**src/rtl/baud_consts.svh**
```systemverilog
// offsets, field positions, reset values and counts of the baud generator
// assumes inclusion by bare name from the design files
`ifndef BAUD_CONSTS_SVH
`define BAUD_CONSTS_SVH

`define OFS_BAUD_CONTROL   8'h00
`define OFS_DIVISOR_LOW    8'h01
`define OFS_DIVISOR_HIGH   8'h02
`define OFS_TX_CONTROL     8'h03
`define OFS_WAKE_STATUS    8'h04

`define BIT_OVERFLOW       7
`define BIT_RX_IDLE        6
`define BIT_POLARITY       4
`define BIT_WIDE           3
`define BIT_WAKE_EN        1
`define BIT_AUTO_EN        0
`define BIT_SYNC_MODE      4
`define BIT_FAST_RATE      2
`define BIT_PENDING        0

`define RST_BAUD_CONTROL   8'h40
`define RST_DIVISOR        8'h00
`define RST_TX_CONTROL     8'h00

`define MULT_SLOW_NARROW   7'h40
`define MULT_MID           7'h10
`define MULT_FAST          7'h04
`define FRAME_BITS_DEF     10

`endif

```
**src/rtl/baud_pkg.sv**
```systemverilog
// types shared by the baud generator files
// assumes nothing beyond a sv compiler
package baud_pkg;
  typedef enum logic [3:0] {
    st_idle      = 4'b0001,
    st_busy      = 4'b0010,
    st_wake_fall = 4'b0100,
    st_wake_rise = 4'b1000
  } rx_state_t;
endpackage

```
**src/rtl/baud_timer.sv**
```systemverilog
// free running reload timer, 8 or 16 bits wide
// assumes clear_in and divisor_in come from logic on clk_in
`timescale 1ns/1ps
`default_nettype none
module baud_timer #(
  parameter int WIDTH = 16
) (
  input  wire logic             clk_in,
  input  wire logic             reset_in,
  input  wire logic             clear_in,
  input  wire logic             wide_in,
  input  wire logic [WIDTH-1:0] divisor_in,
  output logic                  wrap_out
);
  logic [WIDTH-1:0] count;
  logic [WIDTH-1:0] next_count;
  logic [WIDTH-1:0] limit;
  logic             next_wrap;

  if (WIDTH != 16) begin : g_check
    $error("baud_timer serves only a 16-bit width");
  end

  always_comb begin
    // narrow mode ignores the high divisor byte
    limit = wide_in ? divisor_in : {8'h00, divisor_in[7:0]};
    next_wrap = 1'b0;
    if (clear_in) begin
      next_count = '0;
    end else if (count >= limit) begin
      next_count = '0;
      next_wrap = 1'b1;
    end else begin
      next_count = count + 1'b1;
    end
  end

  always_ff @(posedge clk_in or posedge reset_in) begin
    if (reset_in) begin
      count    <= '0;
      wrap_out <= 1'b0;
    end else begin
      count    <= next_count;
      wrap_out <= next_wrap;
    end
  end
endmodule
`default_nettype wire

```
**src/rtl/baud_rate_generator.sv**
```systemverilog
// baud rate generator with its control registers and line watcher
// assumes a register master on clk_in and an asynchronous rx line
//
// What this block does
// - one rate timer, 8 or 16 bits, paces async and sync operation
// - timer is 8-bit after reset; wide select makes it 16-bit
// - timer runs continuously, counting up from zero to the divisor byte pair when wide, to the low byte alone when narrow
// - async multiplier chosen by fast-rate and wide-timer selects together
// - sync mode ignores the fast-rate select
// - writing either divisor byte clears the timer at once
// - bit rate is clock over 64, 16 or 4 times divisor plus one
`timescale 1ns/1ps
`default_nettype none
`include "baud_consts.svh"
module baud_rate_generator #(
  parameter int FRAME_BITS = `FRAME_BITS_DEF
) (
  input  wire logic       clk_in,
  input  wire logic       reset_in,
  input  wire logic [7:0] addr_in,
  input  wire logic [7:0] wdata_in,
  input  wire logic       write_in,
  input  wire logic       read_in,
  output logic      [7:0] rdata_out,
  input  wire logic       tx_data_in,
  input  wire logic       rx_pin_in,
  output logic            tx_pin_out,
  output logic            bit_tick_out,
  output logic            receive_pending_out
);
  import baud_pkg::*;

  if (FRAME_BITS < 2 || FRAME_BITS > 16) begin : g_check
    $error("FRAME_BITS must lie between 2 and 16");
  end

  localparam logic [3:0] LAST_BIT = 4'(FRAME_BITS - 1);

  // multiplier of the timer period per bit
  function automatic logic [6:0] rate_mult(input logic sync, wide, fast);
    if (sync) begin
      rate_mult = `MULT_FAST;
    end else if (!wide && !fast) begin
      rate_mult = `MULT_SLOW_NARROW;
    end else if (wide && fast) begin
      rate_mult = `MULT_FAST;
    end else begin
      rate_mult = `MULT_MID;
    end
  endfunction

  // register state
  logic       polarity, wide_sel, wake_en, auto_en, sync_mode, fast_sel;
  logic       next_polarity, next_wide_sel, next_wake_en, next_auto_en;
  logic       next_sync_mode, next_fast_sel, pending, next_pending;
  logic [7:0] div_low, div_high, next_div_low, next_div_high;
  logic [7:0] rdata, next_rdata;
  logic       div_write;

  // rate state
  logic       timer_wrap, next_bit_tick, pin, next_pin;
  logic [5:0] mult_cnt, next_mult_cnt;

  // line state
  logic       rx_s1, rx_s2, rx_s3, rx_level, rx_prev, next_rx_level;
  logic       fall, rise, wake_done;
  rx_state_t  state, next_state;
  logic [3:0] bit_cnt, next_bit_cnt;

  assign div_write = write_in && (addr_in == `OFS_DIVISOR_LOW ||
                                  addr_in == `OFS_DIVISOR_HIGH);

  baud_timer #(
    .WIDTH (16)
  ) u_timer (
    .clk_in     (clk_in),
    .reset_in   (reset_in),
    .clear_in   (div_write),
    .wide_in    (wide_sel),
    .divisor_in ({div_high, div_low}),
    .wrap_out   (timer_wrap)
  );

  always_comb begin
    next_polarity  = polarity;
    next_wide_sel  = wide_sel;
    next_wake_en   = wake_en;
    next_auto_en   = auto_en;
    next_sync_mode = sync_mode;
    next_fast_sel  = fast_sel;
    next_div_low   = div_low;
    next_div_high  = div_high;
    next_pending   = pending;
    next_rdata     = 8'h00;
    if (wake_done) begin
      next_wake_en = 1'b0;
    end
    if (write_in) begin
      if (addr_in == `OFS_BAUD_CONTROL) begin
        next_polarity = wdata_in[`BIT_POLARITY];
        next_wide_sel = wdata_in[`BIT_WIDE];
        next_wake_en  = wdata_in[`BIT_WAKE_EN];
        next_auto_en  = wdata_in[`BIT_AUTO_EN];
      end else if (addr_in == `OFS_DIVISOR_LOW) begin
        next_div_low = wdata_in;
      end else if (addr_in == `OFS_DIVISOR_HIGH) begin
        next_div_high = wdata_in;
      end else if (addr_in == `OFS_TX_CONTROL) begin
        next_sync_mode = wdata_in[`BIT_SYNC_MODE];
        next_fast_sel  = wdata_in[`BIT_FAST_RATE];
      end else if (addr_in == `OFS_WAKE_STATUS) begin
        if (wdata_in[`BIT_PENDING]) begin
          next_pending = 1'b0;
        end
      end
    end
    // a wake event in the clearing cycle still lands
    if (wake_done) begin
      next_pending = 1'b1;
    end
    if (read_in) begin
      if (addr_in == `OFS_BAUD_CONTROL) begin
        next_rdata[`BIT_RX_IDLE]  = (state != st_busy);
        next_rdata[`BIT_POLARITY] = polarity;
        next_rdata[`BIT_WIDE]     = wide_sel;
        next_rdata[`BIT_WAKE_EN]  = wake_en;
        next_rdata[`BIT_AUTO_EN]  = auto_en;
      end else if (addr_in == `OFS_DIVISOR_LOW) begin
        next_rdata = div_low;
      end else if (addr_in == `OFS_DIVISOR_HIGH) begin
        next_rdata = div_high;
      end else if (addr_in == `OFS_TX_CONTROL) begin
        next_rdata[`BIT_SYNC_MODE] = sync_mode;
        next_rdata[`BIT_FAST_RATE] = fast_sel;
      end else if (addr_in == `OFS_WAKE_STATUS) begin
        next_rdata[`BIT_PENDING] = pending;
      end
    end
  end

  always_ff @(posedge clk_in or posedge reset_in) begin
    if (reset_in) begin
      polarity  <= 1'(`RST_BAUD_CONTROL >> `BIT_POLARITY);
      wide_sel  <= 1'b0;
      wake_en   <= 1'b0;
      auto_en   <= 1'b0;
      sync_mode <= 1'b0;
      fast_sel  <= 1'b0;
      div_low   <= `RST_DIVISOR;
      div_high  <= `RST_DIVISOR;
      pending   <= 1'b0;
      rdata     <= 8'h00;
    end else begin
      polarity  <= next_polarity;
      wide_sel  <= next_wide_sel;
      wake_en   <= next_wake_en;
      auto_en   <= next_auto_en;
      sync_mode <= next_sync_mode;
      fast_sel  <= next_fast_sel;
      div_low   <= next_div_low;
      div_high  <= next_div_high;
      pending   <= next_pending;
      rdata     <= next_rdata;
    end
  end

  assign rdata_out           = rdata;
  assign receive_pending_out = pending;

  // rate: counts timer wraps up to the multiplier
  always_comb begin
    logic [6:0] m;
    m = rate_mult(sync_mode, wide_sel, fast_sel);
    next_mult_cnt = mult_cnt;
    next_bit_tick = 1'b0;
    if (div_write) begin
      next_mult_cnt = 6'h00;
    end else if (timer_wrap) begin
      if ({1'b0, mult_cnt} >= m - 7'h01) begin
        next_mult_cnt = 6'h00;
        next_bit_tick = 1'b1;
      end else begin
        next_mult_cnt = mult_cnt + 6'h01;
      end
    end
    // sync pin carries the bit clock, idle level set by polarity
    if (sync_mode) begin
      next_pin = mult_cnt[1] ^ polarity;
    end else begin
      next_pin = tx_data_in ^ polarity;
    end
  end

  always_ff @(posedge clk_in or posedge reset_in) begin
    if (reset_in) begin
      mult_cnt     <= 6'h00;
      bit_tick_out <= 1'b0;
      pin          <= 1'b1;
    end else begin
      mult_cnt     <= next_mult_cnt;
      bit_tick_out <= next_bit_tick;
      pin          <= next_pin;
    end
  end

  assign tx_pin_out = pin;

  // line watcher; level moves only once two late stages agree
  always_comb begin
    next_rx_level = (rx_s2 == rx_s3) ? rx_s3 : rx_level;
  end

  always_ff @(posedge clk_in or posedge reset_in) begin
    if (reset_in) begin
      rx_s1    <= 1'b1;
      rx_s2    <= 1'b1;
      rx_s3    <= 1'b1;
      rx_level <= 1'b1;
      rx_prev  <= 1'b1;
    end else begin
      rx_s1    <= rx_pin_in;
      rx_s2    <= rx_s1;
      rx_s3    <= rx_s2;
      rx_level <= next_rx_level;
      rx_prev  <= rx_level;
    end
  end

  assign fall = rx_prev && !rx_level;
  assign rise = !rx_prev && rx_level;

  // frame length is counted on free running ticks, so it may end a
  // fraction of a bit early; the idle flag is a guide, not a framer
  always_comb begin
    next_state   = state;
    next_bit_cnt = bit_cnt;
    wake_done    = 1'b0;
    case (state)
      st_idle: begin
        if (wake_en && !sync_mode) begin
          next_state = st_wake_fall;
        end else if (fall && !sync_mode) begin
          next_state   = st_busy;
          next_bit_cnt = 4'h0;
        end
      end
      st_busy: begin
        if (sync_mode) begin
          next_state = st_idle;
        end else if (bit_tick_out) begin
          if (bit_cnt == LAST_BIT) begin
            next_state = st_idle;
          end else begin
            next_bit_cnt = bit_cnt + 4'h1;
          end
        end
      end
      st_wake_fall: begin
        if (!wake_en || sync_mode) begin
          next_state = st_idle;
        end else if (fall) begin
          next_state = st_wake_rise;
        end
      end
      st_wake_rise: begin
        if (!wake_en || sync_mode) begin
          next_state = st_idle;
        end else if (rise) begin
          next_state = st_idle;
          wake_done  = 1'b1;
        end
      end
      default: begin
        next_state = st_idle;
      end
    endcase
  end

  always_ff @(posedge clk_in or posedge reset_in) begin
    if (reset_in) begin
      state   <= st_idle;
      bit_cnt <= 4'h0;
    end else begin
      state   <= next_state;
      bit_cnt <= next_bit_cnt;
    end
  end
endmodule
`default_nettype wire

```
**config.mk**
```make
export PLATFORM = sky130hd
export DESIGN_NAME = baud_rate_generator
export DESIGN_NICKNAME = d
export VERILOG_FILES = /design/src/rtl/baud_pkg.sv /design/src/rtl/baud_timer.sv /design/src/rtl/baud_rate_generator.sv
export VERILOG_INCLUDE_DIRS = /design/src /design/src/rtl
export SDC_FILE = /design/constraint.sdc
export NUM_CORES = 1
export LEC_CHECK = 0
export ABC_AREA = 1
export BUFFER_PORTS_ARGS = -buffer_cell sky130_fd_sc_hd__buf_2
export CAP_MARGIN = 30
export CORE_ASPECT_RATIO = 0.6
export CORE_MARGIN = 5
export CORE_UTILIZATION = 40
export DETAILED_ROUTE_END_ITERATION = 8
export HOLD_SLACK_MARGIN = 0.06
export PLACE_DENSITY = 0.57
export SLEW_MARGIN = 25
export SYNTH_ARGS = -nofsm -noshare
export SYNTH_HDL_FRONTEND = slang
export SYNTH_SLANG_ARGS = --single-unit
```
**constraint.sdc**
```tcl
create_clock -name clk_in -period 2.3 [get_ports clk_in]
set_input_delay 0 -clock clk_in [delete_from_list [all_inputs] [get_ports clk_in]]
set_output_delay 0 -clock clk_in [all_outputs]
set_load 0.05 [all_outputs]
```
## Yosys cells after proc, flatten, opt, wreduce, memory -nomap -nowiden

Index checks and enable logic that the tools add are counted.

- Input port bits: 22
- Word-level logic and storage cells: 149
- Output and inout bits: 11
- Register bits: 69

- Add/sub/neg operators: 4
- Reduce and logical (&&, ||, !) cells: 28
- Magnitude comparators: 2
- Multiplexer cells: 63
- Equality and inequality tests: 25
- Bitwise gates (word level): 5

Operator list:

| operator | count |
|---|---|
| $mux 4 | 14 |
| $mux 16 | 3 |
| $mux 1 | 33 |
| $mux 6 | 3 |
| $ne 2x2->1 const B | 9 |
| $add 16x1->16 const B | 1 |
| $eq 8x2->1 const B | 2 |
| $ge 16x16->1 | 1 |
| $mux 8 | 2 |
| $pmux 4 s4 | 1 |
| $ne 3x3->1 const B | 5 |
| $mux 7 | 2 |
| $reduce_and 5->1 | 2 |
| $reduce_bool 2->1 | 5 |
| $eq 4x4->1 const B | 2 |
| $eq 8x1->1 const B | 1 |
| $eq 8x3->1 const B | 1 |
| $logic_not 8->1 | 1 |
| $pmux 4 s2 | 1 |
| $ge 6x7->1 | 1 |
| $logic_and 1x1->1 | 7 |
| $reduce_and 7->1 | 1 |
| $sub 7x1->7 const B | 1 |
| $add 6x1->6 const B | 1 |
| other kinds (17) | 27 |

## Longest topological paths before layout

- Depth after elaboration: 9
- Depth in mapped cells: 13
- Depth with buffers taken out: 13

## By module

Synthesis repeated with hierarchy kept, for this count alone.

- Cells, all modules: 516
- Area, all modules: 4186.5 sq um

By module, submodules not included:

| module | cells each | sequential area each (sq um) | times used | area each (sq um) |
|---|---|---|---|---|
| baud_rate_generator | 349 | 1310.0 | 1 | 2869.0 |
| baud_timer | 167 | 425.4 | 1 | 1317.5 |

## Worst setup path after synthesis

No wires, ideal clock.

- Path type: register to register
- From: register wide_sel
- To: register u_timer.count[11]
- Arrival time: 1.719 ns
- Stages on the path, launching flop included: 12
- Slack: 0.461 ns
- Path buffers: 2
- Data required time: 2.180 ns
- Period minus slack after synthesis: 1.839 ns
- Setup time: 0.120 ns
- Cells stage by stage: dfrtp_1 -> clkbuf_1 -> nand2_1 -> ha_1 -> nand2_1 -> inv_1 -> nand3_1 -> nor3_1 -> nand2_1 -> nand3_2 -> buf_2 -> nor2_1

- Word-level cells in the longest chain between the ends: 4

RTL lines:

| what | line | RTL |
|---|---|---|
| start: declaration | baud_rate_generator.sv:53 | `logic polarity, wide_sel, wake_en, auto_en, sync_mode, fast_sel;` |
| start signal: assignment | baud_rate_generator.sv:155 | `wide_sel <= next_wide_sel;` |
| $mux 16 | baud_timer.sv:26 | `limit = wide_in ? divisor_in : {8'h00, divisor_in[7:0]};` |
| $ge 16x16->1 | baud_timer.sv:30 | `end else if (count >= limit) begin` |
| $mux 16 | baud_timer.sv:30 |  |
| $mux 16 | baud_timer.sv:28 | `if (clear_in) begin` |
| via u_timer.next_count[11] | baud_timer.sv:16 | `logic [WIDTH-1:0] next_count;` |
| end signal: assignment | baud_timer.sv:43 | `count <= next_count;` |
| end: declaration | baud_timer.sv:15 | `logic [WIDTH-1:0] count;` |

The timed path passes the listed nets, and every way through them passes these cells.
A chain may end at the register's enable or synchronous reset.

## Final worst setup path

- From: register wide_sel
- To: register u_timer.wrap_out

- Word-level cells in the longest chain between the ends: 4

RTL lines:

| what | line | RTL |
|---|---|---|
| $mux 16 | baud_timer.sv:26 |  |
| $ge 16x16->1 | baud_timer.sv:30 |  |
| $mux 1 | baud_timer.sv:30 |  |
| $mux 1 | baud_timer.sv:28 |  |
| via u_timer.next_wrap | baud_timer.sv:18 | `logic next_wrap;` |
| end signal: assignment | baud_timer.sv:44 | `wrap_out <= next_wrap;` |
| end: declaration | baud_timer.sv:13 | `output logic wrap_out` |

The timed path passes the listed nets, and every way through them passes these cells.

==> impl_metrics.ini <==
[sta]
setup_slack_ns = 0.251
final.setup.tns_ns = 0
rsz0062_at_grt = false
fmax_mhz = 488
min_period_over_period = 0.891
period_minus_slack_ns = 2.05
slew_headroom = 0.536
hold_viol = 0
finalSetupViolCount = 0
finClkSkew_ns = 0.00537
report.final.slew_viol_count = 0
tightest_slew_ns = 0.695

[clocking]
clockBufferDepth = 2
cts_tree = yes
cts_sinks = 69
insertion_delay_ns = 0.33
cts_root_buf = clkbuf_16
clkTransAtPathRegs_ns = 0.06
cts_resized = 0
cts-buffers-inserted = 9
post_cts_buffers = 0
hold_buffers = 15
h-tree-depth = 3

[place]
io_buffers = 32
pre_cts_ws_ns = 0.274
dp_hpwl_um = 7590
gp_congestion = 0.863

[worst_setup_path]
crit_type = flip-flop to flip-flop
crit_path_start_kind = flip-flop
cp_common_cell = nand2_1
r2r_slack_ns = 0.25
end_kind = flip-flop
cp.required_ns = 2.52
cp_slowest_stage_delay_ns = 0.54
cp_cell_sequence = nand2_1 > ha_1 > nand2_1 > inv_1 > nand2_1 > nand2_1 > a21oi_1 > nand3_2 > nand2_1 > inv_1
critPathTopFamily = simple AND/OR/NAND/NOR gates
critPathMaxFanout = 17
path_buf_inv = 2
crit_slowest_cell = dfrtp_1
arrival_ns = 2.27

[synth]
synth_ff_type = dfrtp_1
postSynthAreaPerCell_um2 = 7.68
syn_nets = 561
async_flop_share = 1.00
synth_edf_count = 0
yosysSeqAreaShare = 0.439
synthCells = 515
ys_warn_count = 0
ys_types = 35
ys_ff_latch = 69
synth_area_mm2 = 0.00396

[power_and_ir_drop]
power.total_mw = 3.87
leakagePower_nw = 2.45
powerDensity_mw_per_mm2 = 814
ir_worst_vdd_mv = 0.541

[layout]
drive_above_1_share = 0.151
mostFrequentLayoutCell = nand2_1
diodes = 0
fin_util = 0.488
final_nets = 612
layout_common_cells = 139 x nand2_1, 62 x dfrtp_1, 58 x inv_1, 55 x nor2_1, 47 x nand3_1
syn_to_final_growth_pct = 20.1

[global_route]
antenna_found_initial = 0
grt_pass1_vias = 3259
grt_pass1_wl_um = 17100
grt_max_degree = 41
track_usage = 0.179
overflow = 0

[die]
io-pin-count = 33
dieArea_mm2 = 0.0120
chipHeight_um = 87.0
initial_core_util = 0.406
coreArea_mm2 = 0.00974
rows = 28
fp.dieW_um = 138

[drt]
dr.first_iter.drc_count = 279
drc = 0
dr.pass1.iters = 5
via_per_inst = 4.92
wire_per_inst_um = 14.1
routed_wl_um = 9950
dr_total_vias = 3472
ant_nets = 0

[flow_run]
maxCapViolCount = 0

[min_path]
hold_path_class = primary input to flip-flop

[outcome]
status = completed
## flip-flops by register name, indices dropped and copies added (netlist names), 4 cells and up
name and flops:
mult_cnt 6, rdata_out 8, u_timer.count 16, div_high 8
bit_cnt 4, div_low 8, state 4
## Yosys cell counts (4+ instances only)
master / n / share of area
o21ai_0: 17 / 0.022
inv_1: 59 / 0.056
o21ai_1: 16 / 0.020
nand2_2: 5 / 0.0079
nand3_1: 47 / 0.059
a21oi_1: 15 / 0.019
inv_2: 5 / 0.0047
nand2_1: 139 / 0.13
or2_2: 4 / 0.0063
dfrtp_1: 62 / 0.39
nand4_1: 9 / 0.014
nor2_2: 7 / 0.011
dfstp_2: 7 / 0.046
nor3_1: 8 / 0.010
ha_1: 24 / 0.076
nor2_1: 55 / 0.052
xor2_1: 6 / 0.013
## metal layers
metal / wire [um] / vias to the layer above / GRT usage
met5: 0 / - / 0
met4: 108 / 0 / 0.0484
met3: 714 / 10 / 0.0499
met2: 3770 / 100 / 0.242
met1: 5360 / 1599 / 0.277
li1: - / 1763 / -
## tightest hold or removal path: cells and delay by family
| kind | cells | cell delay [ns] |
|---|---|---|
| simple gates | 4 | 0.25 |
| buf+inv | 1 | 0.14 |
## final timing paths
check | to | cells after the start | from
setup reg to reg | u_timer.wrap_out$_DFF_PP0_ | 10 | wide_sel$_DFFE_PP0P_
max in group asynchronous | state[0]$_DFFE_PP1P_ | 4 | reset_in
min in group asynchronous | mult_cnt[5]$_DFFE_PP0P_ | 3 | reset_in
hold reg to reg | rx_s2$_DFF_PP1_ | 0 | rx_s1$_DFF_PP1_
setup / recovery | u_timer.wrap_out$_DFF_PP0_ | 10 | wide_sel$_DFFE_PP0P_
hold / removal | receive_pending_out$_DFFE_PP0P_ | 5 | addr_in[0]
## where the power goes
part | switching, mW | internal (mW)
combinational | 0.455 | 0.287
sequential | 0.159 | 1.37
clock | 0.514 | 1.09
total | 1.13 | 2.74
## final cells by class
cell class	count	area [um2]
fillers	989	4990
multi-input cells	372	1920
flip-flops and latches	69	1740
repair buffers	48	330
inverters	66	249
clock buffers	10	239
well taps	135	169
clock inverters	6	110
## per-stage QoR
stage / cell area (um2) / cells / hold WS (ns)
floorplan: 3960 / 515 / 0.00448
global placement: 4250 / 675 / 0.106
detailed placement: 4250 / 675 / 0.106
CTS: 4750 / 706 / 0.0800
global route: 4750 / 706 / 0.125
finish: 4750 / 706 / 0.0818
## kinds of logic (layout without fill, tap and decap cells)
| group | after synthesis | after routing | synth area share |
|---|---|---|---|
| xor gates and xnor gates | 6 | 6 | 0.0133 |
| AOI/OAI and AO/OA | 57 | 57 | 0.0787 |
| DFF | 69 | 69 | 0.439 |
| buffers and inverters | 74 | 130 | 0.0759 |
| and+or+nand+nor | 284 | 284 | 0.315 |
| adders and majority gates | 25 | 25 | 0.0784 |
(Power assumes the default switching activity.)
